**src/pkg/ctp_params.svh**
```systemverilog
// Purpose: Constants of the cascaded 16-bit timer and PWM block
// Assumes: APB byte addresses on a 12-bit bus; 8-bit registers in the low lane
// Notes: Included by bare name
`ifndef CTP_PARAMS_SVH
`define CTP_PARAMS_SVH

// Register byte offsets
`define CTP_OFF_LOWER_CONTROL 12'h000
`define CTP_OFF_UPPER_CONTROL 12'h004
`define CTP_OFF_PERIOD_LOW 12'h008
`define CTP_OFF_PERIOD_HIGH 12'h00C
`define CTP_OFF_WIDTH_LOW 12'h010
`define CTP_OFF_WIDTH_HIGH 12'h014
`define CTP_OFF_SYSTEM 12'h018
`define CTP_OFF_COUNTER 12'h01C

// Upper control fields
`define CTP_UC_RUN_BIT 3
`define CTP_UC_INIT_BIT 7
`define CTP_UC_MODE_MSB 2
`define CTP_UC_MODE_LSB 0
`define CTP_UMODE_TIMER16 3'h4
`define CTP_UMODE_PWM16 3'h6

// Lower control fields
`define CTP_LC_MODE_MSB 2
`define CTP_LC_MODE_LSB 0
`define CTP_LC_CLK_MSB 6
`define CTP_LC_CLK_LSB 4
`define CTP_LMODE_CASCADE 3'h3

// Source clock select codes
`define CTP_CLK_FC_DIV11 3'h0
`define CTP_CLK_FC_DIV7 3'h1
`define CTP_CLK_FC_DIV5 3'h2
`define CTP_CLK_FC_DIV3 3'h3
`define CTP_CLK_FS 3'h4
`define CTP_CLK_FC_DIV1 3'h5
`define CTP_CLK_FC 3'h6

// Divider exponents
`define CTP_EXP_11 11
`define CTP_EXP_7 7
`define CTP_EXP_5 5
`define CTP_EXP_3 3
`define CTP_EXP_1 1
`define CTP_EXP_LOW 3

// System register fields
`define CTP_SYS_BYPASS_BIT 0
`define CTP_SYS_SLOW_BIT 1

// Reset values and counter maximum
`define CTP_RST_CONTROL 8'h00
`define CTP_RST_PERIOD 16'hFFFF
`define CTP_RST_WIDTH 16'h0000
`define CTP_RST_COUNT 16'h0000
`define CTP_COUNT_MAX 16'hFFFF

`endif

```
**src/pkg/ctp_pkg.sv**
```systemverilog
// Purpose: Types of the cascaded 16-bit timer and PWM block
// Assumes: Constants come from ctp_params.svh
// Notes: State of each module is one packed struct
package ctp_pkg;

  typedef enum logic [2:0] {
    CTP_MODE_OFF = 3'b001,
    CTP_MODE_TIMER = 3'b010,
    CTP_MODE_PWM = 3'b100
  } ctp_mode_type;

  typedef struct packed {
    logic [10:0] high_div;
    logic [2:0] low_div;
    logic tick;
  } ctp_prescale_type;

  typedef struct packed {
    logic [7:0] lower_control;
    logic [7:0] upper_control;
    logic [15:0] period;
    logic [15:0] width_buf;
    logic [15:0] width_act;
    logic divider_bypass_bit;
    logic slow_mode;
    logic [15:0] count;
    logic tff;
    logic pin;
    logic irq;
    logic [31:0] prdata;
    logic pready;
    logic pslverr;
  } ctp_core_type;

endpackage

```
**src/core/ctp_prescale.sv**
```systemverilog
// Purpose: Source clock prescaler for the cascaded timer
// Assumes: high and low clock ticks are pclk-synchronous one-cycle enables
// Notes: Output tick is one pclk cycle after the qualifying source tick
`timescale 1ns/10ps
`include "ctp_params.svh"
module ctp_prescale (
  input wire logic pclk,
  input wire logic presetn,
  input wire logic high_clock_tick,
  input wire logic low_clock_tick,
  input wire logic [2:0] clk_sel,
  input wire logic pwm_mode,
  input wire logic slow_mode,
  input wire logic divider_bypass_bit,
  output logic src_tick
);

  ctp_pkg::ctp_prescale_type r_reg;
  ctp_pkg::ctp_prescale_type r_next;
  logic h11;
  logic h7;
  logic h5;
  logic h3;
  logic h1;
  logic l3;

  // Divided ticks fire when the low divider bits are all ones
  assign h11 = high_clock_tick && (&r_reg.high_div[`CTP_EXP_11-1:0]);
  assign h7 = high_clock_tick && (&r_reg.high_div[`CTP_EXP_7-1:0]);
  assign h5 = high_clock_tick && (&r_reg.high_div[`CTP_EXP_5-1:0]);
  assign h3 = high_clock_tick && (&r_reg.high_div[`CTP_EXP_3-1:0]);
  assign h1 = high_clock_tick && (&r_reg.high_div[`CTP_EXP_1-1:0]);
  assign l3 = low_clock_tick && (&r_reg.low_div[`CTP_EXP_LOW-1:0]);

  always_comb begin
    r_next = r_reg;
    if (high_clock_tick) begin
      r_next.high_div = r_reg.high_div + 11'h001;
    end
    if (low_clock_tick) begin
      r_next.low_div = r_reg.low_div + 3'h1;
    end
    case (clk_sel)
      // Slowest choice falls to the low clock in bypass or slow modes
      `CTP_CLK_FC_DIV11: r_next.tick = (divider_bypass_bit || slow_mode) ? l3 : h11;
      `CTP_CLK_FC_DIV7: r_next.tick = !slow_mode && h7;
      `CTP_CLK_FC_DIV5: r_next.tick = !slow_mode && h5;
      `CTP_CLK_FC_DIV3: r_next.tick = !slow_mode && h3;
      `CTP_CLK_FS: r_next.tick = pwm_mode && low_clock_tick;
      `CTP_CLK_FC_DIV1: r_next.tick = pwm_mode && !slow_mode && h1;
      `CTP_CLK_FC: r_next.tick = pwm_mode && !slow_mode && high_clock_tick;
      default: r_next.tick = 1'b0;
    endcase
  end

  always_ff @(posedge pclk or negedge presetn) begin
    if (!presetn) begin
      r_reg <= '0;
    end else begin
      r_reg <= r_next;
    end
  end

  assign src_tick = r_reg.tick;

endmodule

```
**src/core/ctp_timer_pwm.sv**
```systemverilog
// Purpose: Cascaded 16-bit interval timer and 16-bit PWM generator, APB slave
// Assumes: APB3/4 master; high and low clock ticks synchronous to pclk
// Notes: Eight-bit, pattern and warm-up modes are not built
//
// Functional notes
// - Timer mode chains both counters into one 16-bit up-counter on source clock.
// - Once run, counter equal to period raises interrupt, clears and keeps counting.
// - Period register is unbuffered; writes act at once, avoid changing while running.
// - Timer clocks: high over 2^11, 2^7, 2^5, 2^3; slowest becomes low over 2^3.
// - PWM mode toggles flip-flop when counter equals width, counting continues.
// - PWM overflow toggles flip-flop again, clears counter, raises interrupt.
// - Flip-flop loads from initial-value bit and reads zero after reset.
// - Pulse pin is the inverse of the flip-flop.
// - Width writes buffered; moved at period interrupt when running, at once when stopped.
// - Width reads return the active stage during PWM output.
// - Stopped PWM holds the pin; init bit applies only in a later write.
// - Run bit is bit 3, initial-value bit is bit 7 of upper control.
// - PWM also offers low clock, high clock over two and high clock.
// - Upper control 04H/0CH is 16-bit timer, 056H/05EH is PWM.
// - Lower control 13H is high over 2^7 cascade, 33H high over 2^3 cascade.
//
// The address map and register access over APB were left to the implementer.
`timescale 1ns/10ps
`include "ctp_params.svh"
module ctp_timer_pwm (
  input wire logic pclk,
  input wire logic presetn,
  input wire logic psel,
  input wire logic penable,
  input wire logic pwrite,
  input wire logic [11:0] paddr,
  input wire logic [31:0] pwdata,
  input wire logic [3:0] pstrb,
  output logic [31:0] prdata,
  output logic pready,
  output logic pslverr,
  input wire logic high_clock_tick,
  input wire logic low_clock_tick,
  output logic pulse_out_pin,
  output logic period_interrupt
);

  ctp_pkg::ctp_core_type r_reg;
  ctp_pkg::ctp_core_type r_next;
  ctp_pkg::ctp_mode_type mode;
  logic running;
  logic src_tick;
  logic setup_phase;
  logic wr_en;
  logic mapped;
  logic [2:0] upper_mode;
  logic [2:0] lower_mode;
  logic [2:0] clk_sel;
  logic [31:0] rd_word;

  assign upper_mode = r_reg.upper_control[`CTP_UC_MODE_MSB:`CTP_UC_MODE_LSB];
  assign lower_mode = r_reg.lower_control[`CTP_LC_MODE_MSB:`CTP_LC_MODE_LSB];
  assign clk_sel = r_reg.lower_control[`CTP_LC_CLK_MSB:`CTP_LC_CLK_LSB];

  // Mode needs the lower half in cascade and the upper half naming the mode
  always_comb begin
    mode = ctp_pkg::CTP_MODE_OFF;
    if (lower_mode == `CTP_LMODE_CASCADE) begin
      if (upper_mode == `CTP_UMODE_TIMER16) begin
        mode = ctp_pkg::CTP_MODE_TIMER;
      end else if (upper_mode == `CTP_UMODE_PWM16) begin
        mode = ctp_pkg::CTP_MODE_PWM;
      end
    end
  end

  assign running = r_reg.upper_control[`CTP_UC_RUN_BIT]
    && (mode != ctp_pkg::CTP_MODE_OFF);

  ctp_prescale u_prescale (
    .pclk(pclk),
    .presetn(presetn),
    .high_clock_tick(high_clock_tick),
    .low_clock_tick(low_clock_tick),
    .clk_sel(clk_sel),
    .pwm_mode(mode == ctp_pkg::CTP_MODE_PWM),
    .slow_mode(r_reg.slow_mode),
    .divider_bypass_bit(r_reg.divider_bypass_bit),
    .src_tick(src_tick)
  );

  // APB: answer prepared in the setup cycle, so access never waits
  assign setup_phase = psel && !penable;
  assign wr_en = psel && penable && pwrite && r_reg.pready && !r_reg.pslverr
    && pstrb[0];

  always_comb begin
    mapped = 1'b1;
    rd_word = 32'h00000000;
    case (paddr)
      `CTP_OFF_LOWER_CONTROL: begin
        rd_word[7:0] = r_reg.lower_control;
      end
      `CTP_OFF_UPPER_CONTROL: begin
        rd_word[7:0] = r_reg.upper_control;
      end
      `CTP_OFF_PERIOD_LOW: begin
        rd_word[7:0] = r_reg.period[7:0];
      end
      `CTP_OFF_PERIOD_HIGH: begin
        rd_word[7:0] = r_reg.period[15:8];
      end
      // Reads show the active stage, not the pending value
      `CTP_OFF_WIDTH_LOW: begin
        rd_word[7:0] = r_reg.width_act[7:0];
      end
      `CTP_OFF_WIDTH_HIGH: begin
        rd_word[7:0] = r_reg.width_act[15:8];
      end
      `CTP_OFF_SYSTEM: begin
        rd_word[`CTP_SYS_BYPASS_BIT] = r_reg.divider_bypass_bit;
        rd_word[`CTP_SYS_SLOW_BIT] = r_reg.slow_mode;
      end
      `CTP_OFF_COUNTER: begin
        rd_word[15:0] = r_reg.count;
        rd_word[16] = r_reg.tff;
        rd_word[17] = running;
      end
      default: begin
        mapped = 1'b0;
      end
    endcase
  end

  always_comb begin
    r_next = r_reg;
    r_next.irq = 1'b0;

    // Counting; a stopped or unconfigured counter sits at zero
    if (!running) begin
      r_next.count = `CTP_RST_COUNT;
    end else if (src_tick) begin
      case (mode)
        ctp_pkg::CTP_MODE_TIMER: begin
          if (r_reg.count + 16'h0001 == r_reg.period) begin
            r_next.count = `CTP_RST_COUNT;
            r_next.irq = 1'b1;
          end else begin
            r_next.count = r_reg.count + 16'h0001;
          end
        end
        ctp_pkg::CTP_MODE_PWM: begin
          if (r_reg.count == `CTP_COUNT_MAX) begin
            // Overflow closes the cycle and moves the pending width in
            r_next.count = `CTP_RST_COUNT;
            r_next.tff = !r_reg.tff;
            r_next.irq = 1'b1;
            r_next.width_act = r_reg.width_buf;
          end else begin
            r_next.count = r_reg.count + 16'h0001;
            if (r_reg.count + 16'h0001 == r_reg.width_act) begin
              r_next.tff = !r_reg.tff;
            end
          end
        end
        default: begin
          r_next.count = r_reg.count;
        end
      endcase
    end

    // Register writes take effect in the APB access cycle
    if (wr_en) begin
      case (paddr)
        `CTP_OFF_LOWER_CONTROL: begin
          r_next.lower_control = pwdata[7:0];
        end
        `CTP_OFF_UPPER_CONTROL: begin
          r_next.upper_control = pwdata[7:0];
          // Stop write itself leaves the flip-flop, so the pin holds
          if (!r_reg.upper_control[`CTP_UC_RUN_BIT]) begin
            r_next.tff = pwdata[`CTP_UC_INIT_BIT];
          end
        end
        // Unbuffered: a running counter sees the new period at once
        `CTP_OFF_PERIOD_LOW: begin
          r_next.period[7:0] = pwdata[7:0];
        end
        `CTP_OFF_PERIOD_HIGH: begin
          r_next.period[15:8] = pwdata[7:0];
        end
        `CTP_OFF_WIDTH_LOW: begin
          r_next.width_buf[7:0] = pwdata[7:0];
          if (!running) begin
            r_next.width_act[7:0] = pwdata[7:0];
          end
        end
        `CTP_OFF_WIDTH_HIGH: begin
          r_next.width_buf[15:8] = pwdata[7:0];
          if (!running) begin
            r_next.width_act[15:8] = pwdata[7:0];
          end
        end
        `CTP_OFF_SYSTEM: begin
          r_next.divider_bypass_bit = pwdata[`CTP_SYS_BYPASS_BIT];
          r_next.slow_mode = pwdata[`CTP_SYS_SLOW_BIT];
        end
        default: begin
          r_next.count = r_next.count;
        end
      endcase
    end

    // Pin is registered from the next flip-flop value, no extra lag
    r_next.pin = !r_next.tff;

    r_next.pready = setup_phase;
    r_next.pslverr = setup_phase && !mapped;
    r_next.prdata = (setup_phase && !pwrite) ? rd_word : 32'h00000000;
  end

  always_ff @(posedge pclk or negedge presetn) begin
    if (!presetn) begin
      r_reg <= '0;
      r_reg.lower_control <= `CTP_RST_CONTROL;
      r_reg.upper_control <= `CTP_RST_CONTROL;
      r_reg.period <= `CTP_RST_PERIOD;
      r_reg.width_buf <= `CTP_RST_WIDTH;
      r_reg.width_act <= `CTP_RST_WIDTH;
      r_reg.count <= `CTP_RST_COUNT;
      r_reg.tff <= 1'b0;
      r_reg.pin <= 1'b1;
    end else begin
      r_reg <= r_next;
    end
  end

  assign prdata = r_reg.prdata;
  assign pready = r_reg.pready;
  assign pslverr = r_reg.pslverr;
  assign pulse_out_pin = r_reg.pin;
  assign period_interrupt = r_reg.irq;

endmodule

```
**config.mk**
```make
export PLATFORM = sky130hd
export DESIGN_NAME = ctp_timer_pwm
export DESIGN_NICKNAME = d
export VERILOG_FILES = /design/src/pkg/ctp_pkg.sv /design/src/core/ctp_prescale.sv /design/src/core/ctp_timer_pwm.sv
export VERILOG_INCLUDE_DIRS = /design/src /design/src/pkg
export SDC_FILE = /design/constraint.sdc
export NUM_CORES = 1
export LEC_CHECK = 0
export ABC_AREA = 1
export BUFFER_PORTS_ARGS = -buffer_cell sky130_fd_sc_hd__buf_2
export CORE_MARGIN = 2
export CORE_UTILIZATION = 28
export CTS_BUF_LIST = sky130_fd_sc_hd__clkbuf_4 sky130_fd_sc_hd__clkbuf_8
export CTS_CLUSTER_DIAMETER = 40
export CTS_CLUSTER_SIZE = 8
export DETAILED_ROUTE_END_ITERATION = 10
export SYNTH_ARGS = -nofsm -noshare
export SYNTH_HDL_FRONTEND = slang
export SYNTH_SLANG_ARGS = --single-unit
export TNS_END_PERCENT = 1
```
**constraint.sdc**
```tcl
create_clock -name pclk -period 2.13 [get_ports pclk]
set_clock_uncertainty 0.1 [all_clocks]
set_input_delay 0.213 -clock pclk [delete_from_list [all_inputs] [get_ports pclk]]
set_output_delay 0.213 -clock pclk [all_outputs]
set_load 0.03 [all_outputs]
```
Word-level counts from Yosys, hierarchy flattened. Cells that the tools add are included. W data, S select, Z words.

Bits in registers: 120. Input bits: 55.

Add/sub/neg operators: 3. Eq/ne operators: 22. Muxes and demuxes: 35. Reduce and logical (&&, ||, !) cells: 45.

Operator list (count): $mux W16 (6); $eq A12 B5 Y1 const B (4); $pmux W6 S7 (1); $mux W35 (1); $mux W17 (2); $eq A16 B16 Y1 (2); $mux W8 (4); $pmux W16 S2 (1); $eq A12 B4 Y1 const B (2); $logic_and A1 B1 Y1 (22); $eq A3 B3 Y1 const B (6); $mux W18 (1); $add A16 B1 Y16 const B (1); $eq A16 B16 Y1 const B (1); $pmux W2 S8 (1); $reduce_and A2 Y1 (7); $eq A12 B3 Y1 const B (1); $eq A3 B2 Y1 const B (4); $logic_not A12 Y1 (1); $add A11 B1 Y11 const B (1); $mux W1 (11); $reduce_and A11 Y1 (1); $mux W10 (1); $mux W3 (3); 13 further kinds (20).

Logic depth before layout (Yosys ltp).
Depth in word-level cells: 12. Depth in mapped cells: 18. Gate-level depth less buffers: 18.

Cells and area by module. A second synthesis with hierarchy kept.

Cell total of the unflattened synthesis: 870. Area total of the unflattened synthesis: 6722.7 µm².

Modules (own cells, without submodules): ctp_timer_pwm (instances 1, cells each 770, area an instance 5865.6 µm²); ctp_prescale (instances 1, cells each 100, area an instance 857.1 µm²).

Least setup slack after synthesis. No wires, ideal clock.

Kind: register to register. Start: reg r_reg[37] in the netlist's numbering. End: reg r_reg[41] in the netlist's numbering. Arrival time: 1905 ps. Path slack: 8 ps. Stages on the path, launching flop included: 14. Path buffers: 1. Clock period less this slack: 2122 ps. Path through: dfrtp_1 > ha_1 > nand2_2 > nor2_4 > nand3_1 > nand2_1 > nor2_1 > nor3_1 > nand3b_1 > nor2_2 > nand3_2 > buf_6 > nand3_1 > nand2_1.

Cells in the longest elaborated chain, start to end: 7. Elaborated cells between the ends (all ways): 9. Classes of those cells: add/sub (1); eq/ne (2); mux (6).

RTL lines: start, declared (line ctp_timer_pwm.sv:43) `ctp_pkg::ctp_core_type r_reg;`; start signal, assigned (line ctp_timer_pwm.sv:229) `r_reg <= r_next;`; $add A16 B1 Y16 (line ctp_timer_pwm.sv:140, ctp_timer_pwm.sv:144, ctp_timer_pwm.sv:155); $eq A16 B16 Y1 (line ctp_timer_pwm.sv:140) `if (r_reg.count + 16'h0001 == r_reg.period) begin`; $mux W16 (line ctp_timer_pwm.sv:140); $pmux W16 S2 (*) (line ctp_timer_pwm.sv:138) `case (mode)`; $mux W17 (*) (line ctp_timer_pwm.sv:137) `end else if (src_tick) begin`; $mux W16 (*) (line ctp_timer_pwm.sv:135) `if (!running) begin`; $mux W35 (*) (line ctp_timer_pwm.sv:168) `if (wr_en) begin`.

Every way passes the cells marked *; elsewhere a longest branch is shown, timed or not. A chain may end at the register's enable or synchronous reset.

Worst setup path after layout.
Start: reg r_reg[37] in the netlist's numbering. End: reg r_reg[43] in the netlist's numbering.

The elaborated chain is that of the path after synthesis.

==> out/results.txt <==
Core Area - 0.02340 sq mm
Skew-Pair Late Insertion Delay - 0.46 ns
Die Area - 0.02498 sq mm
Post-Synth XOR/XNOR Area - 2.109%
Initial DRT Pass Iterations - 5
Ys Warns - 0
critical path capture point type - register
Worst Setup SP - r_reg[37]
WS Path Type - register to register
Setup WS post-layout - -0.2017 ns
R2R Setup Slk - -0.20 ns
Final Net Count - 1,091
Worst setup SP type - register
outcome - finished with violations
arrival time worst endpoint - 2.58 ns
Sw Share - 25.72%
Congestion Overflow GR - 0
Post-synth EDFFs - 0
number of flip-flops in the largest register - 77
maxcap violations - 0
DP Worst Slack - -0.2117 ns
GRT Resource Usage Total - 17.61%
Comb pwr share - 7.0%
FF-to-FF path depth - 14
P_sw - 0.001324 W
CP endpoint - r_reg[43]
mapped cell area - 0.006644 sq mm
row count - 56
post-layout min period - 2.332 ns
fin crit share - 109.5%
RSZ-0062 raised after global routing - yes
Mean Syn Cell Area - 7.725 sq um
Placer Congestion - 0.9307
RR Startpoint - r_reg[37]
Post-Syn Instances - 860
Max IR drop VDD - 343.7 uV
worst r2r dst - r_reg[43]
die width - 158.0 um
die height - 158.0 um
PortBufs - 49
Slew @ Worst Pin - 0.5586 ns
final core occ - 38.09%
WL final - 21,000 um
area grow syn2layout - 34.18%
hpwl dp - 15,790 um
Worst-path clk slew - 0.07 ns
Clock power frac - 45.6%
CTS H-tree lvls - 4
Post-Synth Simple-Gate Area - 28.72%
remaining antenna violation count - 0
initial DRC count - 542
Final Max Tran Viols - 0
total leakage power - 4.278 nW
class of the worst hold path - input pin to register
CTS tree - done
post-route setup TNS - -3.686 ns
DRC viols - 0
Required @ worst endpoint - 2.38 ns
TritonCTS Buffers - 17
failing checks - setup timing
initial core utilization - 28.39%
synthesized flop and latch total - 120
CP Max Fanout - 6
Post-synth ARST share - 100.0%
Via density - 4.672
first-pass GRT wire length - 33,140 um
vias in the first global route - 6,168
Power Total - 0.005146 W
Seq pwr share - 47.4%
# diodes - 0
FILL cells - 2,413
P_int - 0.003823 W
Hold Startpoint - pwdata[7]
register area share after synthesis - 45.52%
Root Buffer - clkbuf_8
adder-cell share of the synthesized area - 1.130%
CTS max path bufs - 2
slew margin rel. - 62.67%
synth unique cells - 41
# IOs - 91
largest net degree at the start of global routing - 50
fmax - 428.9 MHz
routed len/inst - 15.42 um
initial antenna violation count - 0
clock net sink count - 120
fraction of synthesized area in multiplexers - 0.3390%
Final Hold Viols - 0
most used flip-flop cell after synthesis - dfrtp_1
PwrDens - 577.3 mW/mm^2
vias - 6,363
Final Setup Violations - 31
fraction of layout cells with a size suffix above 1 - 30.39%
Compound-Gate Fraction of Synth Area - 11.47%
main combinational cell family by area after synthesis - simple AND/OR/NAND/NOR gates
==> cell usage after synthesis (2+ instances only) <==
cell	count	area [sq um]
nand2_1	237	889.6
dfrtp_1	103	2577
inv_1	99	371.6
o21ai_0	68	340.3
nor2_1	60	225.2
nand3_1	59	295.3
buf_4	32	240.2
nor3_1	22	110.1
a21oi_1	19	95.09
nand4_1	19	118.9
dfstp_2	17	446.7
clkbuf_1	12	45.04
o22ai_1	12	75.07
xor2_1	12	105.1
a221oi_1	11	96.34
o211ai_1	11	82.58
nor2_2	8	50.05
nand2_2	7	43.79
ha_1	6	75.07
o21ai_1	6	30.03
inv_2	5	18.77
xnor2_1	4	35.03
a31oi_1	3	18.77
nand3b_1	3	22.52
nor2_4	3	33.78
buf_2	2	10.01
buf_6	2	22.52
mux2_2	2	22.52
nand3_2	2	20.02
nor3_4	2	32.53
or2_2	2	12.51
==> critical path, cell delays in order, from the launching register on <==
cell and delay (ns):
dfrtp_1 0.41, ha_4 0.17, nand2_4 0.07, nor2_4 0.16, buf_6 0.14, nand3_1 0.07, nand2_1 0.08, nand2_2 0.08
xor2_2 0.17, nor3_2 0.19, buf_4 0.16, nand3_4 0.12, buf_12 0.17, nand3_2 0.06, nand2_1 0.06
==> worst min-delay path by stage <==
stage                               end  slack, ns  cells past startpoint
finish                    pulse_out_pin       0.04                      4
global route                  r_reg[61]       0.06                      3
CTS                           r_reg[61]       0.03                      3
detailed placement  u_prescale.r_reg[7]       0.08                      1
global placement    u_prescale.r_reg[9]       0.08                      1
floorplan                    clk_sel[0]      -0.18                      0
==> cell type report <==
| class | instances | area, sq um | area share [%] |
|---|---|---|---|
| multi-input combinational | 601 | 3239 | 36.34 |
| sequential | 120 | 3027 | 33.95 |
| clock buffer | 18 | 247.7 | 2.779 |
| timing repair buffer | 186 | 1416 | 15.89 |
| tap | 319 | 399.1 | 4.477 |
| inverter | 104 | 390.4 | 4.379 |
| clock inverter | 14 | 195.2 | 2.189 |
==> kinds of logic (layout without fill, tap and decap cells) <==
kind of cell | count (synthesis) | in the layout
adders and majority gates | 6 | 6
DFF | 120 | 120
and+or+nand+nor | 430 | 430
buffers and inverters | 152 | 322
other | 1 | 14
AOI/OAI and AO/OA | 133 | 133
muxes | 2 | 2
xor gates and xnor gates | 16 | 16
==> placed cells by master (no fill, tap or decap), types with 5 or more instances in the layout <==
master           n
a21oi_1         18
a221oi_1        11
buf_12           5
buf_2           48
buf_4          113
buf_6            8
clkbuf_8        18
conb_1          14
dfrtp_1        101
dfstp_2         17
dlygate4sd3_1   11
ha_1             5
inv_1           99
inv_2            5
nand2_1        212
nand2_2         28
nand3_1         44
nand3_2         14
nand4_1         19
nor2_1          52
nor2_2          13
nor2_4           6
nor3_1          21
o211ai_1        11
o21ai_0         60
o21ai_1         11
o22ai_1         12
xor2_1          10
==> per-layer routing <==
layer / global-route usage, % / vias up / wire length [um]
li1: - / 3125 / -
met3: 3.148 / 36 / 1018
met4: 6.221 / 0 / 524
met5: 0 / - / 0
met2: 29.30 / 174 / 10030
met1: 22.99 / 3028 / 9435
==> power by group through the flow <==
| stage | clock (W) | sequential [W] | combinational, W |
|---|---|---|---|
| 4_1_cts | 0.00238 | 0.00244 | 0.000366 |
| 2_1_floorplan | 0 | 0.00247 | 0.000229 |
| 3_3_place_gp | 0 | 0.00248 | 0.000341 |
| 5_1_grt | 0.00248 | 0.00245 | 0.000429 |
| 6_report | 0.00235 | 0.00244 | 0.000358 |
| 3_5_place_dp | 0 | 0.00248 | 0.000352 |
==> stage by stage <==
step           instances  hold WS [ns]  area, sq um
2_1_floorplan        873       -0.1826         6693
3_3_place_gp        1299       0.07830         7868
3_5_place_dp        1299       0.07605         7868
4_1_cts             1356       0.03175         8713
5_1_grt             1362       0.05622         8915
6_report            1362       0.04210         8915
==> what timing repair did <==
action	4_1_cts	5_1_grt
hold buffers	11	0
setup buffers	13	6
gates cloned	1	0
pin swaps	24	28
endpoints found under the setup margin	32	35
gates resized for setup	48	40
endpoints found under the hold margin	127	0
(Power assumes the default switching activity.)
